**src/rtl/tsl_cfg.svh**
```systemverilog
/*
  Offsets, field positions, reset values and timing counts of the
  time-sync loop filter control block.
  Assumes a 50 MHz system clock and a word-indexed register port.
*/
`ifndef TSL_CFG_SVH
`define TSL_CFG_SVH

// ----------------------------------------
// Register offsets
// ----------------------------------------
`define TSL_OFS_INHIBIT    4'h0
`define TSL_OFS_HOLD_CLR   4'h1
`define TSL_OFS_HOLD_FORCE 4'h2
`define TSL_OFS_PHASE      4'h3
`define TSL_OFS_FREQ       4'h4
`define TSL_OFS_TFREQ      4'h5
`define TSL_OFS_STATUS     4'h6
`define TSL_OFS_TMR_STS    4'h7
`define TSL_OFS_LOOP_CTRL  4'h8
`define TSL_OFS_TMR_CTRL   4'h9

// ----------------------------------------
// Field positions
// ----------------------------------------
`define TSL_INHIBIT_BIT    0
`define TSL_SMOOTH_CLR_BIT 1
`define TSL_RECORD_CLR_BIT 0
`define TSL_FORCE_SEL_BIT  36
`define TSL_WORD_MSB       32
`define TSL_PHASE_MSB      27
`define TSL_STATE_LSB      40
`define TSL_STATE_MSB      42
`define TSL_RB_MSB         38
`define TSL_ENABLE_BIT     0
`define TSL_RB_SEL_LSB     2
`define TSL_RB_SEL_MSB     3
`define TSL_DUR_MSB        15
`define TSL_PH_TMR_EN_BIT  16
`define TSL_FR_TMR_EN_BIT  17

// ----------------------------------------
// Reset values
// ----------------------------------------
`define TSL_INHIBIT_RST    1'b1
`define TSL_ENABLE_RST     1'b0

// ----------------------------------------
// Timing
// ----------------------------------------
`define TSL_CLK_PERIOD_NS  20
`define TSL_MS_NS          1000000
`define TSL_MS_CYCLES      (`TSL_MS_NS / `TSL_CLK_PERIOD_NS)

`endif

```
**src/rtl/tsl_pkg.sv**
```systemverilog
/*
  Types shared by the time-sync loop filter control modules.
  Assumes the constants of tsl_cfg.svh for field widths.
*/
package tsl_pkg;

  typedef enum logic [1:0] {
    TSL_TMR_IDLE = 2'b01,
    TSL_TMR_RUN  = 2'b10
  } tsl_tmr_state_t;

  typedef enum logic [1:0] {
    TSL_RB_INTEG = 2'h0,
    TSL_RB_FREQ  = 2'h1,
    TSL_RB_HOLD  = 2'h2,
    TSL_RB_RSVD  = 2'h3
  } tsl_rb_sel_t;

  typedef struct packed {
    logic [19:0] cnt;
    logic        tick;
  } tsl_tick_st_t;

  typedef struct packed {
    tsl_tmr_state_t state;
    logic [15:0]    count;
    logic           expired;
  } tsl_tmr_st_t;

  typedef struct packed {
    logic        inhibit;
    logic        enable;
    tsl_rb_sel_t rb_sel;
    logic [15:0] dur;
    logic        ph_tmr_en;
    logic        fr_tmr_en;
    logic        force_sel;
    logic [32:0] force_val;
    logic [27:0] phase;
    logic [32:0] freq;
    logic [32:0] tfreq;
    logic        freq_timed;
    logic        phase_timed;
    logic        run;
    logic        smooth_clr;
    logic        record_clr;
    logic [32:0] hold_freq;
    logic [32:0] freq_ofs;
    logic [63:0] rd_data;
  } tsl_regs_st_t;

endpackage

```
**src/rtl/tsl_loop_ctrl.sv**
```systemverilog
/*
  Control and status registers of a time-sync channel loop filter.
  Assumes a one-cycle write/read strobe port and a filter datapath that
  consumes the control outputs and supplies state and readback values.
*/
// Implementation choices: the register addresses and the plain strobed port.
`timescale 1ns/1ps
`include "tsl_cfg.svh"

// Summary of operation
// [RULE1] Filter calculations stop while the inhibit bit is 1; it resets to 1.
// [RULE2] Software sets inhibit before changing filter settings, clears it afterwards.
// [RULE3] Writing 1 to bit 1 of the clear register resets the holdover filter.
// [RULE4] Writing 1 to bit 0 of the clear register resets holdover history.
// [RULE5] Force select bit 36 takes holdover frequency from software instead.
// [RULE6] Forced holdover value sits in bits 32:0, used only when selected.
// [RULE7] Frequency override word is 33-bit two's complement, LSB 2^-44 ppm*1e6.
// [RULE8] Software keeps the fractional output divider fractional when overriding.
// [RULE9] Timed frequency write with enable applies its offset for the duration.
// [RULE10] On timer expiry the offset returns to the frequency override word.
// [RULE11] Loop state code reads in status bits 42:40.
// [RULE12] Status bits 38:0 return the quantity picked by the readback select.
// [RULE13] Timer status bits 15:0 show the live override timer count.
// [RULE14] Software writes phase or frequency overrides only while timer reads 0.
// [RULE15] Readback select: 0 integrator, 1 frequency offset, 2 holdover, 3 reserved.
// [RULE16] Override duration is a 16-bit count of milliseconds.
// [RULE17] The loop filter runs only while its enable bit is set.
// [RULE18] Timer loads the duration on start and counts down each millisecond.
module tsl_loop_ctrl #(
  parameter int MS_CYCLES = `TSL_MS_CYCLES
) (
  input  wire logic        clock,
  input  wire logic        rst,
  input  wire logic [3:0]  addr,
  input  wire logic [63:0] wr_data,
  input  wire logic        wr_en,
  input  wire logic        rd_en,
  output logic      [63:0] rd_data,
  input  wire logic [2:0]  loop_state,
  input  wire logic [38:0] integ_val,
  input  wire logic [38:0] freq_ofs_val,
  input  wire logic [38:0] hold_calc_val,
  input  wire logic [32:0] hold_calc_freq,
  output logic             filter_run,
  output logic             smoother_clear,
  output logic             record_clear,
  output logic      [32:0] hold_freq,
  output logic      [32:0] freq_offset,
  output logic      [27:0] phase_word,
  output logic             phase_apply
);

  tsl_pkg::tsl_regs_st_t s_r;
  tsl_pkg::tsl_regs_st_t s_nxt;

  logic        tick;
  logic        tmr_start;
  logic        fr_start;
  logic        ph_start;
  logic [15:0] tmr_count;
  logic        tmr_expired;
  logic [38:0] rb_val;

  // ----------------------------------------
  // Override timing
  // ----------------------------------------
  // Timed writes with a zero duration only store the word
  assign fr_start  = wr_en && addr == `TSL_OFS_TFREQ && s_r.fr_tmr_en && s_r.dur != 16'h0; // RULE9
  assign ph_start  = wr_en && addr == `TSL_OFS_PHASE && s_r.ph_tmr_en && s_r.dur != 16'h0;
  assign tmr_start = fr_start || ph_start;

  tsl_ms_tick #(
    .CYCLES (MS_CYCLES)
  ) i_tsl_ms_tick (
    .clock   (clock),
    .rst     (rst),
    .restart (tmr_start),
    .tick    (tick)
  );

  tsl_override_timer i_tsl_override_timer (
    .clock   (clock),
    .rst     (rst),
    .start   (tmr_start),
    .load    (s_r.dur),
    .tick    (tick),
    .count   (tmr_count),
    .expired (tmr_expired)
  );

  // ----------------------------------------
  // Readback source
  // ----------------------------------------
  always_comb
  begin
    rb_val = 39'h0;
    case (s_r.rb_sel) // RULE15
      tsl_pkg::TSL_RB_INTEG: rb_val = integ_val;
      tsl_pkg::TSL_RB_FREQ:  rb_val = freq_ofs_val;
      tsl_pkg::TSL_RB_HOLD:  rb_val = hold_calc_val;
      default:               rb_val = 39'h0;
    endcase
  end

  // ----------------------------------------
  // Register file and outputs
  // ----------------------------------------
  always_comb
  begin
    s_nxt            = s_r;
    s_nxt.smooth_clr = 1'b0;
    s_nxt.record_clr = 1'b0;
    if (wr_en)
    begin
      if (addr == `TSL_OFS_INHIBIT)
        s_nxt.inhibit = wr_data[`TSL_INHIBIT_BIT];
      else if (addr == `TSL_OFS_HOLD_CLR)
      begin
        s_nxt.smooth_clr = wr_data[`TSL_SMOOTH_CLR_BIT]; // RULE3
        s_nxt.record_clr = wr_data[`TSL_RECORD_CLR_BIT]; // RULE4
      end
      else if (addr == `TSL_OFS_HOLD_FORCE)
      begin
        s_nxt.force_sel = wr_data[`TSL_FORCE_SEL_BIT];
        s_nxt.force_val = wr_data[`TSL_WORD_MSB:0]; // RULE6
      end
      else if (addr == `TSL_OFS_PHASE)
        s_nxt.phase = wr_data[`TSL_PHASE_MSB:0];
      else if (addr == `TSL_OFS_FREQ)
        s_nxt.freq = wr_data[`TSL_WORD_MSB:0]; // RULE7
      else if (addr == `TSL_OFS_TFREQ)
        s_nxt.tfreq = wr_data[`TSL_WORD_MSB:0];
      else if (addr == `TSL_OFS_LOOP_CTRL)
      begin
        s_nxt.enable = wr_data[`TSL_ENABLE_BIT];
        s_nxt.rb_sel = tsl_pkg::tsl_rb_sel_t'(wr_data[`TSL_RB_SEL_MSB:`TSL_RB_SEL_LSB]);
      end
      else if (addr == `TSL_OFS_TMR_CTRL)
      begin
        s_nxt.dur       = wr_data[`TSL_DUR_MSB:0]; // RULE16
        s_nxt.ph_tmr_en = wr_data[`TSL_PH_TMR_EN_BIT];
        s_nxt.fr_tmr_en = wr_data[`TSL_FR_TMR_EN_BIT];
      end
    end

    // A new start beats an expiry seen in the same cycle
    if (fr_start)
    begin
      s_nxt.freq_timed  = 1'b1; // RULE9
      s_nxt.phase_timed = 1'b0;
    end
    else if (ph_start)
    begin
      s_nxt.freq_timed  = 1'b0;
      s_nxt.phase_timed = 1'b1;
    end
    else if (tmr_expired)
    begin
      s_nxt.freq_timed  = 1'b0; // RULE10
      s_nxt.phase_timed = 1'b0;
    end

    s_nxt.run       = s_nxt.enable && !s_nxt.inhibit; // RULE1 RULE17
    s_nxt.hold_freq = s_nxt.force_sel ? s_nxt.force_val : hold_calc_freq; // RULE5
    s_nxt.freq_ofs  = s_nxt.freq_timed ? s_nxt.tfreq : s_nxt.freq; // RULE10

    s_nxt.rd_data = 64'h0;
    if (rd_en)
    begin
      if (addr == `TSL_OFS_INHIBIT)
        s_nxt.rd_data[`TSL_INHIBIT_BIT] = s_r.inhibit;
      else if (addr == `TSL_OFS_HOLD_FORCE)
      begin
        s_nxt.rd_data[`TSL_FORCE_SEL_BIT] = s_r.force_sel;
        s_nxt.rd_data[`TSL_WORD_MSB:0]    = s_r.force_val;
      end
      else if (addr == `TSL_OFS_PHASE)
        s_nxt.rd_data[`TSL_PHASE_MSB:0] = s_r.phase;
      else if (addr == `TSL_OFS_FREQ)
        s_nxt.rd_data[`TSL_WORD_MSB:0] = s_r.freq;
      else if (addr == `TSL_OFS_TFREQ)
        s_nxt.rd_data[`TSL_WORD_MSB:0] = s_r.tfreq;
      else if (addr == `TSL_OFS_STATUS)
      begin
        s_nxt.rd_data[`TSL_STATE_MSB:`TSL_STATE_LSB] = loop_state; // RULE11
        s_nxt.rd_data[`TSL_RB_MSB:0]                 = rb_val; // RULE12
      end
      else if (addr == `TSL_OFS_TMR_STS)
        s_nxt.rd_data[`TSL_DUR_MSB:0] = tmr_count; // RULE13
      else if (addr == `TSL_OFS_LOOP_CTRL)
      begin
        s_nxt.rd_data[`TSL_ENABLE_BIT]                 = s_r.enable;
        s_nxt.rd_data[`TSL_RB_SEL_MSB:`TSL_RB_SEL_LSB] = s_r.rb_sel;
      end
      else if (addr == `TSL_OFS_TMR_CTRL)
      begin
        s_nxt.rd_data[`TSL_DUR_MSB:0]      = s_r.dur;
        s_nxt.rd_data[`TSL_PH_TMR_EN_BIT] = s_r.ph_tmr_en;
        s_nxt.rd_data[`TSL_FR_TMR_EN_BIT] = s_r.fr_tmr_en;
      end
    end
  end

  always_ff @(posedge clock or posedge rst)
  begin
    if (rst)
    begin
      s_r         <= '0;
      s_r.inhibit <= `TSL_INHIBIT_RST; // RULE1
      s_r.enable  <= `TSL_ENABLE_RST;
    end
    else
      s_r <= s_nxt;
  end

  assign rd_data        = s_r.rd_data;
  assign filter_run     = s_r.run;
  assign smoother_clear = s_r.smooth_clr;
  assign record_clear   = s_r.record_clr;
  assign hold_freq      = s_r.hold_freq;
  assign freq_offset    = s_r.freq_ofs;
  assign phase_word     = s_r.phase;
  assign phase_apply    = s_r.phase_timed;
endmodule

```
**src/rtl/tsl_ms_tick.sv**
```systemverilog
/*
  Millisecond enable divider: one-cycle tick every CYCLES clocks.
  Assumes restart is a one-cycle pulse from the control block.
*/
`timescale 1ns/1ps
`include "tsl_cfg.svh"

module tsl_ms_tick #(
  parameter int CYCLES = `TSL_MS_CYCLES
) (
  input  wire logic clock,
  input  wire logic rst,
  input  wire logic restart,
  output logic      tick
);

  tsl_pkg::tsl_tick_st_t s_r;
  tsl_pkg::tsl_tick_st_t s_nxt;

  // Restart realigns the phase so a timed override lasts whole milliseconds
  always_comb
  begin
    s_nxt      = s_r;
    s_nxt.tick = 1'b0;
    if (restart || s_r.cnt == 20'h0)
    begin
      s_nxt.cnt  = 20'(CYCLES - 1);
      s_nxt.tick = ~restart;
    end
    else
    begin
      s_nxt.cnt = s_r.cnt - 20'h1;
    end
  end

  always_ff @(posedge clock or posedge rst)
  begin
    if (rst)
      s_r <= '0;
    else
      s_r <= s_nxt;
  end

  assign tick = s_r.tick;
endmodule

```
**src/rtl/tsl_override_timer.sv**
```systemverilog
/*
  Override timer: loads a duration in ms and counts down on each tick.
  Assumes start is a one-cycle pulse with load nonzero.
*/
`timescale 1ns/1ps

module tsl_override_timer (
  input  wire logic        clock,
  input  wire logic        rst,
  input  wire logic        start,
  input  wire logic [15:0] load,
  input  wire logic        tick,
  output logic      [15:0] count,
  output logic             expired
);

  tsl_pkg::tsl_tmr_st_t s_r;
  tsl_pkg::tsl_tmr_st_t s_nxt;

  always_comb
  begin
    s_nxt         = s_r;
    s_nxt.expired = 1'b0;
    case (s_r.state)
      tsl_pkg::TSL_TMR_IDLE:
      begin
        if (start && load != 16'h0)
        begin
          s_nxt.count = load; // RULE18
          s_nxt.state = tsl_pkg::TSL_TMR_RUN;
        end
      end
      tsl_pkg::TSL_TMR_RUN:
      begin
        if (start && load != 16'h0)
        begin
          s_nxt.count = load;
        end
        else if (tick)
        begin
          s_nxt.count = s_r.count - 16'h1; // RULE18
          if (s_r.count == 16'h1)
          begin
            s_nxt.state   = tsl_pkg::TSL_TMR_IDLE;
            s_nxt.expired = 1'b1;
          end
        end
      end
      default:
      begin
        s_nxt.state = tsl_pkg::TSL_TMR_IDLE;
        s_nxt.count = 16'h0;
      end
    endcase
  end

  always_ff @(posedge clock or posedge rst)
  begin
    if (rst)
    begin
      s_r         <= '0;
      s_r.state   <= tsl_pkg::TSL_TMR_IDLE;
    end
    else
      s_r <= s_nxt;
  end

  assign count   = s_r.count;
  assign expired = s_r.expired;
endmodule

```
**config.mk**
```make
export PLATFORM = sky130hd
export DESIGN_NAME = tsl_loop_ctrl
export DESIGN_NICKNAME = d
export VERILOG_FILES = /design/src/rtl/tsl_pkg.sv /design/src/rtl/tsl_loop_ctrl.sv /design/src/rtl/tsl_ms_tick.sv /design/src/rtl/tsl_override_timer.sv
export VERILOG_INCLUDE_DIRS = /design/src /design/src/rtl
export SDC_FILE = /design/constraint.sdc
export NUM_CORES = 1
export LEC_CHECK = 0
export BUFFER_PORTS_ARGS = -buffer_cell sky130_fd_sc_hd__buf_2
export CAP_MARGIN = 20
export CORE_AREA = 5 5 191 193
export DETAILED_ROUTE_END_ITERATION = 10
export DIE_AREA = 0 0 196 198
export GPL_ROUTABILITY_DRIVEN = 0
export PLACE_DENSITY = 0.69
export SYNTH_ARGS = -nofsm -noshare
export SYNTH_HDL_FRONTEND = slang
export SYNTH_SLANG_ARGS = --single-unit
export TNS_END_PERCENT = 30
```
**constraint.sdc**
```tcl
create_clock -name clock -period 16 [get_ports clock]
set_input_delay 0.8 -clock clock [delete_from_list [all_inputs] [get_ports clock]]
set_output_delay 0.8 -clock clock [all_outputs]
set_load 0.01 [all_outputs]
```
==> flow_summary.yaml, run 1 <==
route:
  vias_per_cell: 5.47
  initial_detailed_routing_violation_count: 748
  route.met2.wl_mm: 21.4
  length_of_routed_wiring_on_met1_mm: 18.0
  wirelength_mm: 43.5
  top_signal_layer_used: "met5"
  drt_first_pass_iters: 7
  via_count: 10923
  detail-route-antenna-nets: 0
  drc_errors: 0
  total_met3_wirelength_after_detailed_routing_mm: 3.00
  wl_per_cell_um: 21.8
global_route:
  globalRouteTotalUtil_pct: 21.5
  grt_pass1_vias: 11244
  global_route_wire_length_before_repair_mm: 65.8
  grt_overflow_total: 0
  grt_antenna_before_repair: 3
  grt_start_max_net_pins: 81
setup_path:
  critPathMaxStageDelay_ns: 0.67
  critical_path.startpoint_type: "primary input"
  crit_path_cell_trace: "buf_2 > nand4bb_2 > nor2_1 > nand2_1 > a31oi_4 > buf_4 > mux2_2"
  worstSetupEndpointType: "register"
  critPathArrivalTime_ns: 3.62
  critPathKind: "in -> reg"
  timing.critical_path.slowest_stage_cell: "a31oi_4"
  critical_path.max_fanout: 35
  data_required_time_of_the_critical_path_ns: 16.40
timing:
  worst_pin_slew_ns: 1.10
  finalWorstPathRequiredPeriod_ns: 3.23
  fin_worst_skew_ns: 0.0176
  setup_viol: 0
  drv_slew: 0
  setup_tns_ns: 0
  finalHoldViolCount: 0
  timing.slew.headroom_pct: 26.2
  timing.fmax_mhz: 310
  grt_setup_unrepaired: "no"
  fin_crit_sh_pct: 20.2
layout:
  postLayoutCoreUtil_pct: 50.8
  area_growth_syn_to_layout_pct: 14.2
  fin_nets: 1746
  leading_cell_type_in_the_layout_fill_and_taps_excluded: "buf_2"
  most_frequent_cells_in_the_layout: "buf_2 (334), dfrtp_1 (299), mux2_2 (216)"
  drive_gt1_share_pct: 42.5
floorplanning:
  floorplan.rows: 68
  die_width_um: 196
  initial_utilization_pct: 44.5
  die_y_um: 198
  design.die.area_mm2: 0.0388
  design.core.area_mm2: 0.0344
  top_level_ports: 387
synth:
  cell_area_synth_mm2: 0.0153
  ys_top_cells_by_area: "dfrtp_1 (49%), mux2_2 (16%), buf_4 (7.8%)"
  postSynth.asyncResetShare_pct: 100
  postSynthAreaPerCell_um2: 11.4
  synth_seq_area_share_pct: 49.6
  synth-edff-count: 0
  yosysWarnings: 0
  synth_largest_area_cell: "dfrtp_1"
  synth.distinct_cells: 72
  synth_top_cell_area_share_pct: 49.3
  ys_ff_latch: 303
  synth_top_flop_cell: "dfrtp_1"
  synth_cells: 1336
clock_tree:
  clkTransAtPathRegs_ns: 0.06
  clk_path_buf_depth: 3
  numClockSinks: 303
  clockRootBuffer: "clkbuf_16"
  cts_htree_levels: 2
  cts-buffers-inserted: 35
  post-cts-setup-buffers: 0
  post_cts_resize_count: 0
  clkLatencyLatePin_ns: 0.51
  cts_hold_buffers: 0
  tritoncts: "yes"
placed_design:
  place_hpwl_mm: 29.9
  portBuffers: 334
run:
  timing.max_cap.violations: 0
power:
  vdd.ir_drop.worst_v: 0.0000658
  leakagePower_nw: 8.18
  power_density_mw_per_mm2: 141
  power.total_mw: 2.45
status:
  run_status: "complete, no violations"
hold_path:
  hp-class: "in -> async"
[flip-flops by register name, summed over array words and instances (netlist names)]
name / flops
filter_run: 1
smoother_clear: 1
i_tsl_override_timer.count: 16
phase_apply: 1
s_r: 123
phase_word: 28
record_clear: 1
hold_freq: 33
i_tsl_override_timer.s_r: 2
rd_data: 42
i_tsl_ms_tick.s_r: 20
freq_offset: 33
i_tsl_ms_tick.tick: 1
i_tsl_override_timer.expired: 1
[synth_stat cells, types with 16 or more instances]
cell and n:
a21oi_1 50, buf_2 26, buf_4 158, clkbuf_1 43
dfrtp_1 301, mux2_2 216, mux2i_1 43, nand2_1 91
nand3_1 20, nor2_1 54, nor2b_1 18, nor3_1 16
o21ai_0 52, o221ai_1 27
[worst max-delay path, delay by kind of cell]
kind | cells | cell delay, ns
simple gates | 3 | 0.67
buf+inv | 2 | 1.02
mux | 1 | 0.38
compound gates | 1 | 0.67
[through the flow]
| stage | setup WS [ns] | std cells | cell area, um^2 | hold slack (ns) |
|---|---|---|---|---|
| global placement | 12.24 | 1929 | 16200 | 0.459 |
| floorplan | 6.83 | 1357 | 15400 | 0.444 |
| detailed placement | 12.23 | 1929 | 16200 | 0.462 |
| finish | 12.77 | 1996 | 17500 | 0.348 |
| CTS | 12.77 | 1991 | 17400 | 0.360 |
| global route | 12.61 | 1995 | 17500 | 0.380 |
[layout make-up]
cell class | instances | area [um^2]
fillers | 3067 | 16900
inverters | 14 | 60.1
well taps | 455 | 569
diodes | 2 | 5.00
multi-input cells | 806 | 6230
clock inverters | 9 | 93.8
flip-flops and latches | 303 | 7590
repair buffers | 354 | 1870
clock buffers | 53 | 1030
[path summary, 6_finish.rpt]
path | from | slack, ns | cells after the start | endpoint
max in group asynchronous | rst | 13.82 | 5 | s_r[186]
max reg2reg | s_r[278] | 12.89 | 6 | freq_offset[9]
min reg2reg | s_r[237] | 0.48 | 2 | rd_data[8]
min in group clock | s_r[237] | 0.48 | 2 | rd_data[8]
max | addr[0] | 12.77 | 7 | freq_offset[9]
min | rst | 0.35 | 2 | rd_data[3]
[metal layers]
metal	vias to the layer above	global-route usage, %
met5	-	0
met4	2	5.64
met3	66	4.46
met2	397	36.9
met1	5471	28.1
li1	4987	-
[power by group]
| group | switching, mW | total [mW] | leakage (nW) | internal, mW |
|---|---|---|---|---|
| Sequential | 0.102 | 1.03 | 3.79 | 0.930 |
| Clock | 0.317 | 0.782 | 0.547 | 0.465 |
| Combinational | 0.351 | 0.641 | 3.84 | 0.290 |
[cells by family (layout without fill, tap and decap cells)]
family | after synthesis | in the layout | share of synthesized area [%]
xor+xnor | 19 | 19 | 1.09
other cells | 1 | 24 | 0.0245
flops | 303 | 303 | 49.6
fa+ha+maj | 7 | 7 | 0.573
mux | 262 | 262 | 19.0
compound gates | 224 | 224 | 10.2
buf+inv | 248 | 430 | 10.5
simple gates | 272 | 272 | 9.04
Power figures use the tool's default switching activity.
==> run 2, diff against run 1 <==
PLACE_DENSITY = 0.71   (was 0.69)
clock period = 2.6 ns   (was 16 ns; I/O delays follow)
==> flow_summary.yaml, run 2 (same netlist as run 1, synthesis figures left out) <==
status:
  run_status: "complete, no violations"
timing:
  finalWorstPathRequiredPeriod_ns: 2.47
  fin_worst_skew_ns: 0.0261
  timing.slew.headroom_pct: 53.4
  final_critical_path_setup_slack_ns: 0.131
  setup_tns_ns: 0
  worst_pin_slew_ns: 0.693
  setup_viol: 0
  finalHoldViolCount: 0
  fin_crit_sh_pct: 95.0
  timing.fmax_mhz: 405
  hold_ws_ns: 0.0375
  drv_slew: 0
  grt_setup_unrepaired: "no"
floorplanning:
  die_width_um: 196
  initial_utilization_pct: 44.5
  top_level_ports: 387
  design.core.area_mm2: 0.0344
  die_y_um: 198
  floorplan.rows: 68
  design.die.area_mm2: 0.0388
setup_path:
  worstSetupEndpointType: "register"
  rr_endpoint: "i_tsl_override_timer.count[15]"
  crit_end: "i_tsl_override_timer.count[15]"
  worst-r2r-cell-count: 5
  regToRegStartpoint: "s_r[268]"
  critical_path.startpoint_type: "register"
  critical_path.max_fanout: 8
  critPathLaunch: "s_r[268]"
  critPathArrivalTime_ns: 2.88
  data_required_time_of_the_critical_path_ns: 3.01
  critPathKind: "reg -> reg"
  r2r_slack_ns: 0.13
global_route:
  globalRouteTotalUtil_pct: 22.3
  grt_start_max_net_pins: 81
  grt_pass1_vias: 12209
  grt_antenna_before_repair: 1
  grt_overflow_total: 0
  global_route_wire_length_before_repair_mm: 69.0
power:
  leakagePower_nw: 8.74
  net-switching-power_mw: 4.84
  vdd.ir_drop.worst_v: 0.000477
  power.total_mw: 15.6
  cell_internal_pwr_mw: 10.7
  pwr-share-comb_pct: 27.2
  power_density_mw_per_mm2: 834
  switching_share_pct: 31.1
  pwr-share-seq_pct: 40.9
  power.share.clock_pct: 31.8
route:
  vias_per_cell: 5.39
  drc_errors: 0
  drt_first_pass_iters: 5
  wl_per_cell_um: 21.2
  wirelength_mm: 44.7
  detail-route-antenna-nets: 0
  initial_detailed_routing_violation_count: 827
  via_count: 11404
clock_tree:
  clkLatencyLatePin_ns: 0.52
  cts_htree_levels: 2
  numClockSinks: 303
  post-cts-setup-buffers: 0
  tritoncts: "yes"
  cts-buffers-inserted: 35
  clkTransAtPathRegs_ns: 0.06
  clockRootBuffer: "clkbuf_16"
  cts_hold_buffers: 86
  clk_path_buf_depth: 3
  post_cts_resize_count: 0
layout:
  postLayoutCoreUtil_pct: 54.3
  largest_reg_flops: 123
  drive_gt1_share_pct: 41.8
  final_non_filler_cells: 2115
  largest_register: "s_r"
  design_area_mm2: 0.0187
  most_frequent_cells_in_the_layout: "buf_2 (334), dfrtp_1 (299), mux2_2 (216)"
  area_growth_syn_to_layout_pct: 22.2
  fin_nets: 1865
  leading_cell_type_in_the_layout_fill_and_taps_excluded: "buf_2"
placed_design:
  placedInstanceArea_mm2: 0.0166
  dp_slack_ns: 0.208
  portBuffers: 334
  place_hpwl_mm: 31.7
  placed_cells: 1965
run:
  timing.max_cap.violations: 0
hold_path:
  hp-class: "in -> reg"
-- run 2: worst max-delay path: stages, from the launching register on --
cell      delay, ns
dfrtp_1        0.41
nor4_1         0.46
nand4_1        0.33
o21a_2         0.28
or4_1          0.57
o311ai_1       0.31
-- run 2: power by group through the flow --
stage	Combinational [mW]	Clock, mW	Sequential (mW)
after floorplan	3.25	0	6.21
after global placement	4.02	0	6.40
after detailed placement	4.11	0	6.44
after CTS	4.25	5.08	6.36
after global routing	4.61	5.26	6.48
final	4.24	4.96	6.37
-- run 2: worst min-delay path by stage --
stage / startpoint / end / cells after the start
floorplan: loop_state[0] / rd_data[40] / 2
global placement: rst / rd_data[3] / 2
detailed placement: rst / rd_data[3] / 2
CTS: integ_val[37] / rd_data[37] / 5
global route: integ_val[37] / rd_data[37] / 5
finish: freq_ofs_val[22] / rd_data[22] / 5
-- run 2: final cells by class --
type	count	area, um^2
diodes	2	5.00
clock buffers	48	1030
clock inverters	14	156
fillers	2914	15700
inverters	14	56.3
multi-input cells	806	6230
flip-flops and latches	303	7590
well taps	455	569
repair buffers	473	3040
-- run 2: routing by layer --
layer | GRT usage (%) | wire [um]
met1 | 28.0 | 18100
met2 | 39.0 | 22300
met3 | 4.17 | 2860
met4 | 7.78 | 1470
met5 | 0 | 0
==> run 3, diff against run 2 <==
CORE_AREA = 5 5 193 195   (was 5 5 191 193)
DIE_AREA = 0 0 198 200   (was 0 0 196 198)
SYNTH_HIERARCHICAL = 1   (was not set)
==> flow_summary.yaml, run 3 <==
floorplanning:
  initial_utilization_pct: 44.6
  design.core.area_mm2: 0.0352
  die_y_um: 200
  floorplan.rows: 69
  top_level_ports: 387
  die_width_um: 198
  design.die.area_mm2: 0.0396
layout:
  postLayoutCoreUtil_pct: 53.9
  drive_gt1_share_pct: 41.7
  leading_cell_type_in_the_layout_fill_and_taps_excluded: "buf_2"
  largest_reg_flops: 123
  area_growth_syn_to_layout_pct: 20.7
  fin_nets: 1888
  design_area_mm2: 0.0190
  largest_register: "s_r"
  most_frequent_cells_in_the_layout: "buf_2 (334), dfrtp_1 (299), mux2_2 (185)"
clock_tree:
  numClockSinks: 303
  clkTransAtPathRegs_ns: 0.06
  cts_htree_levels: 2
  cts-buffers-inserted: 36
  tritoncts: "yes"
  clockRootBuffer: "clkbuf_16"
  clkLatencyLatePin_ns: 0.52
  clk_path_buf_depth: 3
setup_path:
  worstSetupEndpointType: "register"
  critPathMaxStageDelay_ns: 0.63
  data_required_time_of_the_critical_path_ns: 2.99
  timing.critical_path.slowest_stage_cell: "or4_1"
  critPathKind: "reg -> reg"
  critical_path.startpoint_type: "register"
  rr_endpoint: "i_tsl_override_timer/count[8]"
  regToRegStartpoint: "s_r[268]"
  critPathArrivalTime_ns: 2.90
  crit_path_cell_trace: "or4_1 > o41ai_4 > nor3_2 > buf_4 > a221o_2"
  r2r_slack_ns: 0.09
  worst-r2r-cell-count: 5
  critical_path.max_fanout: 8
synth:
  ys_ff_latch: 303
  synth-edff-count: 0
  postSynthAreaPerCell_um2: 11.4
  synth.distinct_cells: 74
  postSynth.asyncResetShare_pct: 100
  yosysWarnings: 6
  ys_top_cells_by_count: "dfrtp_1 (301), mux2_2 (185), buf_4 (175)"
  yosys.cell_count.top_type: "dfrtp_1"
  synth_top_cell_area_share_pct: 47.9
  synth_top_flop_cell: "dfrtp_1"
  synth_seq_area_share_pct: 48.3
  synth_cells: 1375
  synth_largest_area_cell: "dfrtp_1"
  cell_area_synth_mm2: 0.0157
  ys_top_cells_by_area: "dfrtp_1 (48%), mux2_2 (13%), buf_4 (8.4%)"
route:
  drc_errors: 0
  wirelength_mm: 47.8
  drt_first_pass_iters: 5
  wl_per_cell_um: 22.3
  vias_per_cell: 5.57
  via_count: 11959
  detail-route-antenna-nets: 0
  initial_detailed_routing_violation_count: 814
global_route:
  grt_overflow_total: 0
  grt_antenna_before_repair: 3
  grt_start_max_net_pins: 90
  grt_pass1_vias: 12351
  global_route_wire_length_before_repair_mm: 72.0
  globalRouteTotalUtil_pct: 23.2
timing:
  fin_crit_sh_pct: 96.7
  timing.slew.headroom_pct: 45.7
  finalHoldViolCount: 0
  fin_worst_skew_ns: 0.0216
  finalWorstPathRequiredPeriod_ns: 2.51
  timing.fmax_mhz: 398
  drv_slew: 0
  worst_pin_slew_ns: 0.813
  final_critical_path_setup_slack_ns: 0.0855
  setup_tns_ns: 0
  setup_viol: 0
power:
  vdd.ir_drop.worst_v: 0.000449
  power_density_mw_per_mm2: 837
  leakagePower_nw: 9.03
  power.total_mw: 15.9
hold_path:
  worstHoldEndpoint: "rd_data[30]"
  hold_start: "freq_ofs_val[30]"
  hp-class: "in -> reg"
  hold_path_depth: 4
placed_design:
  portBuffers: 334
  dp_slack_ns: -0.00809
  place_hpwl_mm: 32.5
  placedInstanceArea_mm2: 0.0169
run:
  timing.max_cap.violations: 0
status:
  run_status: "complete, no violations"
[run 3: cells by family (layout without fill, tap and decap cells)]
logic type | count (synthesis) | after routing | synth area share, %
buffers and inverters | 267 | 554 | 11.1
multiplexers | 264 | 264 | 19.3
flip-flops | 303 | 303 | 48.3
XOR/XNOR | 13 | 13 | 0.725
other | 1 | 24 | 0.0239
AND/OR/NAND/NOR | 237 | 237 | 7.75
adder cells (fa/ha/maj) | 7 | 7 | 0.557
AO/OA/AOI/OAI | 283 | 283 | 12.2
[run 3: where the power goes]
| part | switching, mW | internal, mW | total [mW] |
|---|---|---|---|
| registers | 0.670 | 5.73 | 6.40 |
| logic | 2.28 | 2.05 | 4.33 |
| clock network | 2.02 | 3.14 | 5.16 |
| total | 4.98 | 10.9 | 15.9 |
[run 3: timing repair]
| action | CTS | global route |
|---|---|---|
| endpoints found under the setup margin | 2 | 6 |
| buffers inserted | 0 | 5 |
| resized for setup | 1 | 4 |
| hold buffers | 82 | 0 |
| hold endpoints to repair | 242 | 0 |
| pin swaps | 0 | 1 |
[run 3: area by class of cell]
| class | instances | area, um^2 |
|---|---|---|
| clock buffer | 48 | 1010 |
| clock inverter | 17 | 206 |
| multi-input combinational | 826 | 6540 |
| tap | 461 | 577 |
| fill | 3016 | 16200 |
| timing repair buffer | 472 | 2990 |
| sequential | 303 | 7590 |
| antenna | 2 | 5.00 |
| inverter | 17 | 67.6 |
[run 3: stage by stage]
stage          hold WS [ns]  instances
2_1_floorplan        0.0804       1396
3_3_place_gp          0.214       1992
3_5_place_dp          0.218       1992
4_1_cts              0.0358       2139
5_1_grt              0.0597       2146
6_report             0.0540       2146
[run 3: layer usage]
layer | track usage, % | up-vias | share of wire (%)
met5 | 0 | - | 0.042
met4 | 6.71 | 2 | 2.7
met3 | 4.80 | 89 | 7.7
met2 | 39.1 | 543 | 48
met1 | 30.7 | 5990 | 41
li1 | - | 5335 | -
[run 3: how the worst max path moves through the flow]
stage               startpoint                       endpoint  slack (ns)
floorplan                  rst                     filter_run        -1.0
global placement      s_r[273]   i_tsl_override_timer/s_r[18]        0.04
detailed placement    s_r[273]   i_tsl_override_timer/s_r[18]      -0.008
CTS                   s_r[265]  i_tsl_override_timer/count[8]        0.05
global route          s_r[269]  i_tsl_override_timer/count[8]      -0.003
finish                s_r[268]  i_tsl_override_timer/count[8]        0.09
[run 3: critical path: cells and delay by family (launching register included)]
| family | cells | cell delay [ns] |
|---|---|---|
| AOI/OAI and AO/OA | 2 | 0.97 |
| buffers and inverters | 1 | 0.21 |
| DFF | 1 | 0.43 |
| and+or+nand+nor | 2 | 0.79 |
